===== config.mk =====
export PLATFORM = sky130hd
export DESIGN_NAME = umsr_regs
export DESIGN_NICKNAME = d
export VERILOG_FILES = /design/src/pkg/umsr_pkg.sv /design/src/hw/umsr_regs.sv
export SDC_FILE = /design/constraint.sdc
export NUM_CORES = 1
export LEC_CHECK = 0
export BUFFER_PORTS_ARGS = -buffer_cell sky130_fd_sc_hd__buf_2
export CORE_ASPECT_RATIO = 1.1
export CORE_MARGIN = 4
export CORE_UTILIZATION = 58
export DETAILED_ROUTE_END_ITERATION = 12
export GPL_TIMING_DRIVEN = 0
export PLACE_DENSITY = 0.84
export SYNTH_ARGS = -nofsm -noshare
export SYNTH_HDL_FRONTEND = slang
export SYNTH_SLANG_ARGS = --single-unit

===== constraint.sdc =====
create_clock -name clk_i -period 2.75 [get_ports clk_i]
set_input_delay 0.1375 -clock clk_i [delete_from_list [all_inputs] [get_ports clk_i]]
set_output_delay 0.1375 -clock clk_i [all_outputs]
set_load 0.1 [all_outputs]

===== src/pkg/umsr_pkg.sv =====
// Package for the modem status, scratch swap and divisor register block
package umsr_pkg;

    // ------------------------------------------------------------
    // Register byte offsets (Wishbone byte addresses)
    // ------------------------------------------------------------
    localparam logic [7:0] OFS_MODEM_STATUS = 8'h00;
    localparam logic [7:0] OFS_SCRATCH = 8'h04;
    localparam logic [7:0] OFS_DIV_LOW = 8'h08;
    localparam logic [7:0] OFS_DIV_HIGH = 8'h0c;
    localparam logic [7:0] OFS_DIV_FRAC = 8'h10;
    localparam logic [7:0] OFS_IDENTITY = 8'h14;
    localparam logic [7:0] OFS_REVISION = 8'h18;
    localparam logic [7:0] OFS_TRIGGER = 8'h1c;
    localparam logic [7:0] OFS_FIFO_COUNT = 8'h20;
    localparam logic [7:0] OFS_LINE_CTRL = 8'h24;
    localparam logic [7:0] OFS_MODEM_CTRL = 8'h28;
    localparam logic [7:0] OFS_INT_ENABLE = 8'h2c;
    localparam logic [7:0] OFS_FEATURE_CTRL = 8'h30;
    localparam logic [7:0] OFS_ENH_FEATURE = 8'h34;
    localparam logic [7:0] OFS_ENHANCED_MODE_SELECT_VIEW = 8'h38;

    // ------------------------------------------------------------
    // Field positions
    // ------------------------------------------------------------
    localparam int IE_MODEM_BIT = 3;
    localparam int MC_DTR_BIT = 0;
    localparam int MC_RTS_BIT = 1;
    localparam int MC_OUT1_BIT = 2;
    localparam int MC_OUT2_BIT = 3;
    localparam int MC_LOOP_BIT = 4;
    localparam int FC_SWAP_BIT = 6;
    localparam int FC_TRGSEL_BIT = 7;
    localparam int EF_ENH_BIT = 4;
    localparam int EF_AUTOCTS_BIT = 7;
    localparam int EM_LSRIMM_BIT = 6;
    localparam int EM_SAMP16_BIT = 7;

    // ------------------------------------------------------------
    // Reset values and codes
    // ------------------------------------------------------------
    localparam logic [7:0] SCRATCH_RST = 8'hff;
    localparam logic [7:0] ENHANCED_MODE_SELECT_RST = 8'h80;
    localparam logic [7:0] ZERO8 = 8'h00;
    localparam logic [7:0] LCR_FEATURE_KEY = 8'hbf;
    // Arbitrary identity values
    localparam logic [7:0] IDENTITY_CODE = 8'h5c;
    localparam logic [7:0] REVISION_CODE = 8'h03;

    // Level count modes
    typedef enum logic [1:0] {
        UMSR_CNT_RX = 2'b00,
        UMSR_CNT_TX = 2'b01,
        UMSR_CNT_ALT = 2'b11
    } umsr_cnt_e;

    // Modem input group, active low as on pins
    typedef struct packed {
        logic cd_n;
        logic ri_n;
        logic dsr_n;
        logic cts_n;
    } umsr_modem_s;

    // Datapath controls
    typedef struct packed {
        logic [15:0] div_int;
        logic [3:0] div_frac;
        logic [5:0] rts_hyst;
        logic lsr_immediate;
        logic sample_16x;
        logic tx_halt;
        logic msr_irq;
    } umsr_ctrl_s;

endpackage


===== src/hw/umsr_regs.sv =====
// Modem status, scratch swap, fifo level and divisor register block
//
// Summary of operation
// - Delta CTS/DSR/CD on change, interrupt if enabled
// - Delta RI only on ring end edge
// - Auto CTS high halts transmit after character
// - Bit 4 inverse CTS, loopback RTS
// - Bit 5 loopback follows DTR bit
// - Bit 6 inverse RI, loopback control bit 2
// - Bit 7 inverse CD, loopback control bit 3
// - Scratch register, reset value all ones
// - Swap steers scratch writes to mode register
// - Mode bits select RX, TX, alternating count
// - Alternating reads start RX then TX
// - Four bit code selects RTS hysteresis
// - Line status interrupt delayed or immediate
// - Mode bit 7 selects 8x or 16x
// - Swap reads return fifo level value
// - Divisor is integer plus fraction over sixteen
// - Fraction writable only with enhanced enable
// - Identity code readable, divisor zero first
// - Revision code readable, divisor zero first
// - Trigger register programs RX or TX level
// - Count register only with line control BF
`timescale 1ns/1ps
module umsr_regs
    import umsr_pkg::*;
(
    // Clock and reset
    input wire logic clk_i,
    input wire logic rst_i,
    // Wishbone slave
    input wire logic cyc_i,
    input wire logic stb_i,
    input wire logic we_i,
    input wire logic [7:0] adr_i,
    input wire logic [3:0] sel_i,
    input wire logic [31:0] dat_i,
    output logic [31:0] dat_o,
    output logic ack_o,
    // Modem inputs, active low
    input wire umsr_modem_s modem_i,
    // Fifo levels from the datapath
    input wire logic [7:0] rx_level_i,
    input wire logic [7:0] tx_level_i,
    // Transmitter character boundary
    input wire logic tx_char_done_i,
    // Datapath controls
    output umsr_ctrl_s ctrl_o,
    output logic [7:0] rx_trigger_o,
    output logic [7:0] tx_trigger_o
);

    // ------------------------------------------------------------
    // Decode helpers
    // ------------------------------------------------------------
    function automatic logic [5:0] hyst_of(input logic [3:0] code);
        case (code)
            4'h0: hyst_of = 6'd0;
            4'h1: hyst_of = 6'd4;
            4'h2: hyst_of = 6'd6;
            4'h3: hyst_of = 6'd8;
            4'h4: hyst_of = 6'd8;
            4'h5: hyst_of = 6'd16;
            4'h6: hyst_of = 6'd24;
            4'h7: hyst_of = 6'd32;
            4'h8: hyst_of = 6'd40;
            4'h9: hyst_of = 6'd44;
            4'ha: hyst_of = 6'd48;
            4'hb: hyst_of = 6'd52;
            4'hc: hyst_of = 6'd12;
            4'hd: hyst_of = 6'd20;
            4'he: hyst_of = 6'd28;
            default: hyst_of = 6'd36;
        endcase
    endfunction

    function automatic umsr_cnt_e cnt_mode(input logic [1:0] bits);
        cnt_mode = !bits[0] ? UMSR_CNT_RX : (!bits[1] ? UMSR_CNT_TX : UMSR_CNT_ALT);
    endfunction

    // ------------------------------------------------------------
    // Registers
    // ------------------------------------------------------------
    logic [7:0] line_control_q;
    logic [7:0] modem_control_q;
    logic [7:0] interrupt_enable_q;
    logic [7:0] feature_control_q;
    logic [7:0] enhanced_feature_q;
    logic [7:0] scratch_pad_q;
    logic [7:0] enhanced_mode_select_q;
    logic [7:0] divisor_low_q;
    logic [7:0] divisor_high_q;
    logic [3:0] divisor_fraction_q;
    logic [7:0] rx_trig_q;
    logic [7:0] tx_trig_q;
    logic [3:0] delta_q;
    umsr_modem_s modem_prev_q;
    logic alt_tx_q;
    logic tx_halt_q;

    logic access;
    logic wr;
    logic rd;
    logic swap;
    logic [7:0] wbyte;
    logic [7:0] status_view;
    logic [7:0] level_view;
    logic [3:0] delta_set;
    logic [31:0] rdata_d;
    umsr_cnt_e mode;
    logic [3:0] hyst_code;

    // Single cycle answer; ack drops the cycle after it is given
    assign access = cyc_i && stb_i && !ack_o;
    assign wr = access && we_i && sel_i[0];
    assign rd = access && !we_i;
    assign wbyte = dat_i[7:0];
    assign swap = feature_control_q[FC_SWAP_BIT];
    assign mode = cnt_mode(enhanced_mode_select_q[1:0]);
    assign hyst_code = {enhanced_mode_select_q[5:4], feature_control_q[1:0]};

    // ------------------------------------------------------------
    // Modem status view
    // ------------------------------------------------------------
    always_comb
    begin
        if (modem_control_q[MC_LOOP_BIT])
        begin
            status_view[4] = modem_control_q[MC_RTS_BIT];
            status_view[5] = modem_control_q[MC_DTR_BIT];
            status_view[6] = modem_control_q[MC_OUT1_BIT];
            status_view[7] = modem_control_q[MC_OUT2_BIT];
        end
        else
        begin
            status_view[4] = !modem_i.cts_n;
            status_view[5] = !modem_i.dsr_n;
            status_view[6] = !modem_i.ri_n;
            status_view[7] = !modem_i.cd_n;
        end
        status_view[3:0] = delta_q;
    end

    // change detect on CTS, DSR, CD
    assign delta_set[0] = modem_i.cts_n != modem_prev_q.cts_n;
    assign delta_set[1] = modem_i.dsr_n != modem_prev_q.dsr_n;
    // ring end, low to high only
    assign delta_set[2] = modem_i.ri_n && !modem_prev_q.ri_n;
    assign delta_set[3] = modem_i.cd_n != modem_prev_q.cd_n;

    // Set wins over the read clear
    always_ff @(posedge clk_i)
    begin
        if (rst_i)
        begin
            modem_prev_q <= '1;
            delta_q <= 4'h0;
        end
        else
        begin
            modem_prev_q <= modem_i;
            delta_q <= delta_set | ((rd && adr_i == OFS_MODEM_STATUS) ? 4'h0 : delta_q);
        end
    end

    // ------------------------------------------------------------
    // Fifo level view and alternation
    // ------------------------------------------------------------
    always_comb
    begin
        case (mode)
            UMSR_CNT_RX: level_view = rx_level_i;
            UMSR_CNT_TX: level_view = tx_level_i;
            UMSR_CNT_ALT: level_view = alt_tx_q ? tx_level_i : rx_level_i;
            default: level_view = rx_level_i;
        endcase
    end

    always_ff @(posedge clk_i)
    begin
        if (rst_i)
        begin
            alt_tx_q <= 1'b0;
        end
        else if (wr && swap && adr_i == OFS_SCRATCH)
        begin
            alt_tx_q <= 1'b0;
        end
        else if (rd && swap && adr_i == OFS_SCRATCH && mode == UMSR_CNT_ALT)
        begin
            alt_tx_q <= !alt_tx_q;
        end
    end

    // ------------------------------------------------------------
    // Writable registers
    // ------------------------------------------------------------
    always_ff @(posedge clk_i)
    begin
        if (rst_i)
        begin
            line_control_q <= ZERO8;
            modem_control_q <= ZERO8;
            interrupt_enable_q <= ZERO8;
            feature_control_q <= ZERO8;
            enhanced_feature_q <= ZERO8;
        end
        else if (wr)
        begin
            case (adr_i)
                OFS_LINE_CTRL: line_control_q <= wbyte;
                OFS_MODEM_CTRL: modem_control_q <= wbyte;
                OFS_INT_ENABLE: interrupt_enable_q <= wbyte;
                OFS_FEATURE_CTRL: feature_control_q <= wbyte;
                OFS_ENH_FEATURE: enhanced_feature_q <= wbyte;
                default: ;
            endcase
        end
    end

    always_ff @(posedge clk_i)
    begin
        if (rst_i)
        begin
            scratch_pad_q <= SCRATCH_RST;
            enhanced_mode_select_q <= ENHANCED_MODE_SELECT_RST;
        end
        else if (wr && adr_i == OFS_SCRATCH)
        begin
            if (swap)
            begin
                enhanced_mode_select_q <= wbyte;
            end
            else
            begin
                scratch_pad_q <= wbyte;
            end
        end
    end

    always_ff @(posedge clk_i)
    begin
        if (rst_i)
        begin
            divisor_low_q <= ZERO8;
            divisor_high_q <= ZERO8;
            divisor_fraction_q <= 4'h0;
        end
        else if (wr)
        begin
            if (adr_i == OFS_DIV_LOW)
            begin
                divisor_low_q <= wbyte;
            end
            if (adr_i == OFS_DIV_HIGH)
            begin
                divisor_high_q <= wbyte;
            end
            if (adr_i == OFS_DIV_FRAC && enhanced_feature_q[EF_ENH_BIT])
            begin
                divisor_fraction_q <= wbyte[3:0];
            end
        end
    end

    // trigger target picked by feature bit 7
    always_ff @(posedge clk_i)
    begin
        if (rst_i)
        begin
            rx_trig_q <= ZERO8;
            tx_trig_q <= ZERO8;
        end
        else if (wr && adr_i == OFS_TRIGGER)
        begin
            if (feature_control_q[FC_TRGSEL_BIT])
            begin
                tx_trig_q <= wbyte;
            end
            else
            begin
                rx_trig_q <= wbyte;
            end
        end
    end

    // halt only at a character boundary
    always_ff @(posedge clk_i)
    begin
        if (rst_i)
        begin
            tx_halt_q <= 1'b0;
        end
        else if (!enhanced_feature_q[EF_AUTOCTS_BIT] || !modem_i.cts_n)
        begin
            tx_halt_q <= 1'b0;
        end
        else if (tx_char_done_i)
        begin
            tx_halt_q <= 1'b1;
        end
    end

    // ------------------------------------------------------------
    // Read mux and bus answer
    // ------------------------------------------------------------
    always_comb
    begin
        rdata_d = 32'h0;
        case (adr_i)
            OFS_MODEM_STATUS: rdata_d[7:0] = status_view;
            OFS_SCRATCH: rdata_d[7:0] = swap ? level_view : scratch_pad_q;
            OFS_DIV_LOW: rdata_d[7:0] = divisor_low_q;
            OFS_DIV_HIGH: rdata_d[7:0] = divisor_high_q;
            OFS_DIV_FRAC: rdata_d[3:0] = divisor_fraction_q;
            OFS_IDENTITY: rdata_d[7:0] =
                ({divisor_high_q, divisor_low_q} == 16'h0) ? IDENTITY_CODE : ZERO8;
            OFS_REVISION: rdata_d[7:0] =
                ({divisor_high_q, divisor_low_q} == 16'h0) ? REVISION_CODE : ZERO8;
            OFS_FIFO_COUNT: rdata_d[7:0] = (line_control_q != LCR_FEATURE_KEY) ? ZERO8 :
                (feature_control_q[FC_TRGSEL_BIT] ? tx_level_i : rx_level_i);
            OFS_LINE_CTRL: rdata_d[7:0] = line_control_q;
            OFS_MODEM_CTRL: rdata_d[7:0] = modem_control_q;
            OFS_INT_ENABLE: rdata_d[7:0] = interrupt_enable_q;
            OFS_FEATURE_CTRL: rdata_d[7:0] = feature_control_q;
            OFS_ENH_FEATURE: rdata_d[7:0] = enhanced_feature_q;
            OFS_ENHANCED_MODE_SELECT_VIEW: rdata_d[7:0] = enhanced_mode_select_q;
            default: rdata_d = 32'h0;
        endcase
    end

    always_ff @(posedge clk_i)
    begin
        if (rst_i)
        begin
            ack_o <= 1'b0;
            dat_o <= 32'h0;
        end
        else
        begin
            ack_o <= access;
            dat_o <= rd ? rdata_d : 32'h0;
        end
    end

    // ------------------------------------------------------------
    // Control outputs, all registered
    // ------------------------------------------------------------
    always_ff @(posedge clk_i)
    begin
        if (rst_i)
        begin
            ctrl_o <= '0;
            ctrl_o.sample_16x <= 1'b1;
            rx_trigger_o <= ZERO8;
            tx_trigger_o <= ZERO8;
        end
        else
        begin
            ctrl_o.div_int <= {divisor_high_q, divisor_low_q};
            ctrl_o.div_frac <= divisor_fraction_q;
            ctrl_o.rts_hyst <= hyst_of(hyst_code);
            ctrl_o.lsr_immediate <= enhanced_mode_select_q[EM_LSRIMM_BIT];
            ctrl_o.sample_16x <= enhanced_mode_select_q[EM_SAMP16_BIT];
            ctrl_o.tx_halt <= tx_halt_q;
            ctrl_o.msr_irq <= interrupt_enable_q[IE_MODEM_BIT] && (delta_q != 4'h0);
            rx_trigger_o <= rx_trig_q;
            tx_trigger_o <= tx_trig_q;
        end
    end

endmodule


==> flow_summary.yaml <==
logic_synthesis:
  synth.yosys.warnings: 0
  synth_top_cell_by_area: "sky130_fd_sc_hd__dfxtp_1"
  syn_avg_cell_area_sq_um: 9.60
  post_synthesis_sequential_element_count: 156
  synth_area_sq_um: 6810
  synth_enable_flop_cells: 0
  synth_largest_type_area_fraction_pct: 45.8
  gate_count_after_technology_mapping: 710
  synth_top_flop_cell: "sky130_fd_sc_hd__dfxtp_1"
  synth.distinct_cells: 58
  async_flop_share_pct: 0
  sequential_fraction_of_the_synthesis_area_pct: 45.8
  dominant_cells_by_area_after_synthesis: "sky130_fd_sc_hd__dfxtp_1 46%, sky130_fd_sc_hd__mux2i_1 13%, sky130_fd_sc_hd__nor2_1 5.7%"
timing:
  period_minus_slack_ns: 2.40
  worst_slew_margin_rel_pct: 31.2
  final_layout_setup_total_negative_slack_ns: 0
  period_share_pct: 87.2
  maxSlewViolCount: 0
  least_margin_pin_slew_ns: 1.03
  fmax_mhz: 417
  finalHoldViolCount: 0
  fin_hold_ws_ns: 0.156
  rsz_0062_raised_after_global_routing: "no"
  final.setup_skew_ns: 0.00878
  setup-violations-final: 0
place:
  globalplace.congestion: 0.987
  detailedPlacementHpwl_mm: 15.7
  port_buffers: 96
  placedCellCount: 980
  placed_area_sq_um: 7570
routing:
  avgRoutedWirePerCell_microns: 21.2
  drc_markers: 0
  drt_pass1_iterations: 7
  detail_route.iter0.violations: 484
  vias_per_cell: 5.80
  detail-route-antenna-nets: 0
  routed-via-count: 5952
  postRouteWirelength_mm: 21.8
cts:
  clock_tree.htree_level_count: 4
  post_cts_resized: 0
  cts.clk_slew.worst_paths_ns: 0.06
  clockBufferDepth: 2
  cts_tree: "yes"
  clk-insertion-delay-late_ns: 0.44
  tritoncts.num_buffers: 17
  clock_tree_root: "sky130_fd_sc_hd__clkbuf_16"
  cts.sink_count: 156
power:
  ir_drop_mv: 0.470
  netSwitchingPower_mw: 1.27
  p_comb_share_pct: 8.6
  power_per_cell_area_nw_per_um2: 632
  seq_power_share_pct: 43.1
  p_clk_share_pct: 48.3
  sw_frac_of_total_pct: 24.1
  leakagePower_nw: 3.31
  internal_power_mw: 4.01
setup_path:
  timing.critical_path.cells: "buf_2 -> nor4b_2 -> nand2_1 -> nor3_2 -> buf_4 -> nor2b_1 -> a211o_1"
  worstPathArrival_ns: 2.72
  reg2reg_to: "interrupt_enable_q[5]$_SDFFE_PP0P_"
  timing.critical_path.slowest_cell_delay_ns: 0.90
  worstSetupEndpointType: "register"
  critical_path_peak_fanout: 10
  reg2reg_setup_slack_ns: 0.46
  timing.setup.critical_path_class: "in2reg"
  cell_family_with_the_largest_share_of_critical_path_delay: "simple AND/OR/NAND/NOR gates"
  worst_r2r_path_depth: 6
  r2r-start: "ack_o$_SDFF_PP0_"
  slowest_stage: "sky130_fd_sc_hd__nor4b_2"
  cp-start-kind: "input pin"
  cp.buffers_inverters: 2
  worst-endpoint-required_ns: 3.07
global_routing:
  initial_antenna_violation_count: 0
  grtUsageTotal_pct: 32.5
  grt_remaining_overflow: 0
  first_global_vias: 5873
  grt_start_max_net_pins: 17
  grt_pass1_wl_mm: 33.3
die:
  initial_core_util_pct: 59.3
  fp.coreArea_sq_um: 11500
  die_height_microns: 122
  design.portCount: 149
  dieWidth_microns: 111
  die_area_sq_um: 13500
  core.rowCount: 41
final_layout:
  fin_area_sq_um: 8360
  area_growth_syn_to_layout_pct: 22.7
  antennaDiodeCount: 0
  largest_register: "ctrl_o"
  nNetsFinal: 935
  final_cell_count_no_fill: 1026
  final_layout_size_suffix_gt1_share_pct: 22.7
  largest_register_ff_count: 29
worst_hold_path:
  whs_endpoint: "alt_tx_q$_SDFFE_PP0P_"
  hold_class: "in2reg"
  holdPathStages: 4
  holdCritStartpoint: "we_i"
run_status:
  run_status: "complete, no violations"
flow_run:
  maxCapViolCount: 0
==> what timing repair did <==
action	4_1_cts	5_1_grt
buffers inserted	0	0
hold endpoints to repair	16	0
hold buffers	15	0
==> kinds of logic after synthesis <==
| kind of cell | share of synthesized area, % |
|---|---|
| compound gates | 10.4 |
| xor+xnor | 0.386 |
| fa+ha+maj | 0.184 |
| buf+inv | 5.91 |
| flops | 45.8 |
| mux | 16.4 |
| other cells | 0.0550 |
| simple gates | 20.8 |
==> power by group through the flow <==
stage | clock, mW | sequential [mW] | combinational, mW
global placement | 0 | 2.32 | 0.424
detailed placement | 0 | 2.33 | 0.427
floorplan | 0 | 2.33 | 0.303
CTS | 2.56 | 2.28 | 0.444
global route | 2.67 | 2.27 | 0.473
finish | 2.55 | 2.28 | 0.454
==> worst max-delay path by stage <==
stage | from | endpoint | slack, ns | cells past startpoint
2_1_floorplan | ack_o$_SDFF_PP0_ | line_control_q[2]$_SDFFE_PP0P_ | 0.38 | 6
3_3_place_gp | adr_i[1] | scratch_pad_q[6]$_SDFFE_PP1P_ | 0.08 | 7
3_5_place_dp | adr_i[1] | scratch_pad_q[6]$_SDFFE_PP1P_ | 0.04 | 7
4_1_cts | stb_i | interrupt_enable_q[5]$_SDFFE_PP0P_ | 0.45 | 9
5_1_grt | adr_i[1] | scratch_pad_q[6]$_SDFFE_PP1P_ | 0.27 | 7
6_report | adr_i[1] | scratch_pad_q[6]$_SDFFE_PP1P_ | 0.35 | 7
==> routing by layer <==
metal  track usage (%)  wire length [microns]  vias up
li1                  -                      -     2741
met1              39.7                   8590     2848
met2              56.4                  10900      308
met3              6.36                   1560       55
met4              13.7                    745        0
met5                 0                      0        -
==> stage by stage <==
step	total power, mW	setup slack, ns	utilization (%)
2_1_floorplan	2.63	0.384	-
3_3_place_gp	2.75	0.0759	65.9
3_5_place_dp	2.75	0.0407	65.9
4_1_cts	5.28	0.445	72.7
5_1_grt	5.41	0.274	72.7
6_report	5.28	0.352	72.7
==> area by class of cell <==
cell class | count | area, sq um
clock buffer | 21 | 450
buffer | 73 | 380
clock inverter | 10 | 188
fill | 837 | 3130
multi-input combinational | 499 | 3380
timing repair buffer | 111 | 631
inverter | 6 | 22.5
tap | 150 | 188
sequential | 156 | 3120
==> Yosys cell counts (all sizes together) (3+ instances only) <==
cell type  instances
dfxtp            156
nor2             103
mux2i             90
nor2b             50
buf               37
clkbuf            36
nand2             31
a21oi             24
mux2              19
nor3              16
a211o             15
nand3             15
o21ai             14
a22oi             12
nor4              10
a31oi              7
or2                6
inv                5
o22ai              5
nand2b             4
a211oi             3
a21o               3
a311o              3
a32oi              3
and2               3
nand4              3
xor2               3
==> worst min-delay path, stage by stage <==
cell,delay (ns)
sky130_fd_sc_hd__buf_2,0.10
sky130_fd_sc_hd__nor3_1,0.11
sky130_fd_sc_hd__nand4bb_1,0.12
sky130_fd_sc_hd__a21oi_1,0.06
==> placed cells by master (no fill, tap or decap), drive strengths merged, types with 19 or more instances in the layout <==
cell	count
mux2i	90
mux2	19
buf	133
nor2b	50
dfxtp	156
clkbuf	57
conb	25
a21oi	24
nor2	103
nand2	31
Power figures use the tool's default switching activity.
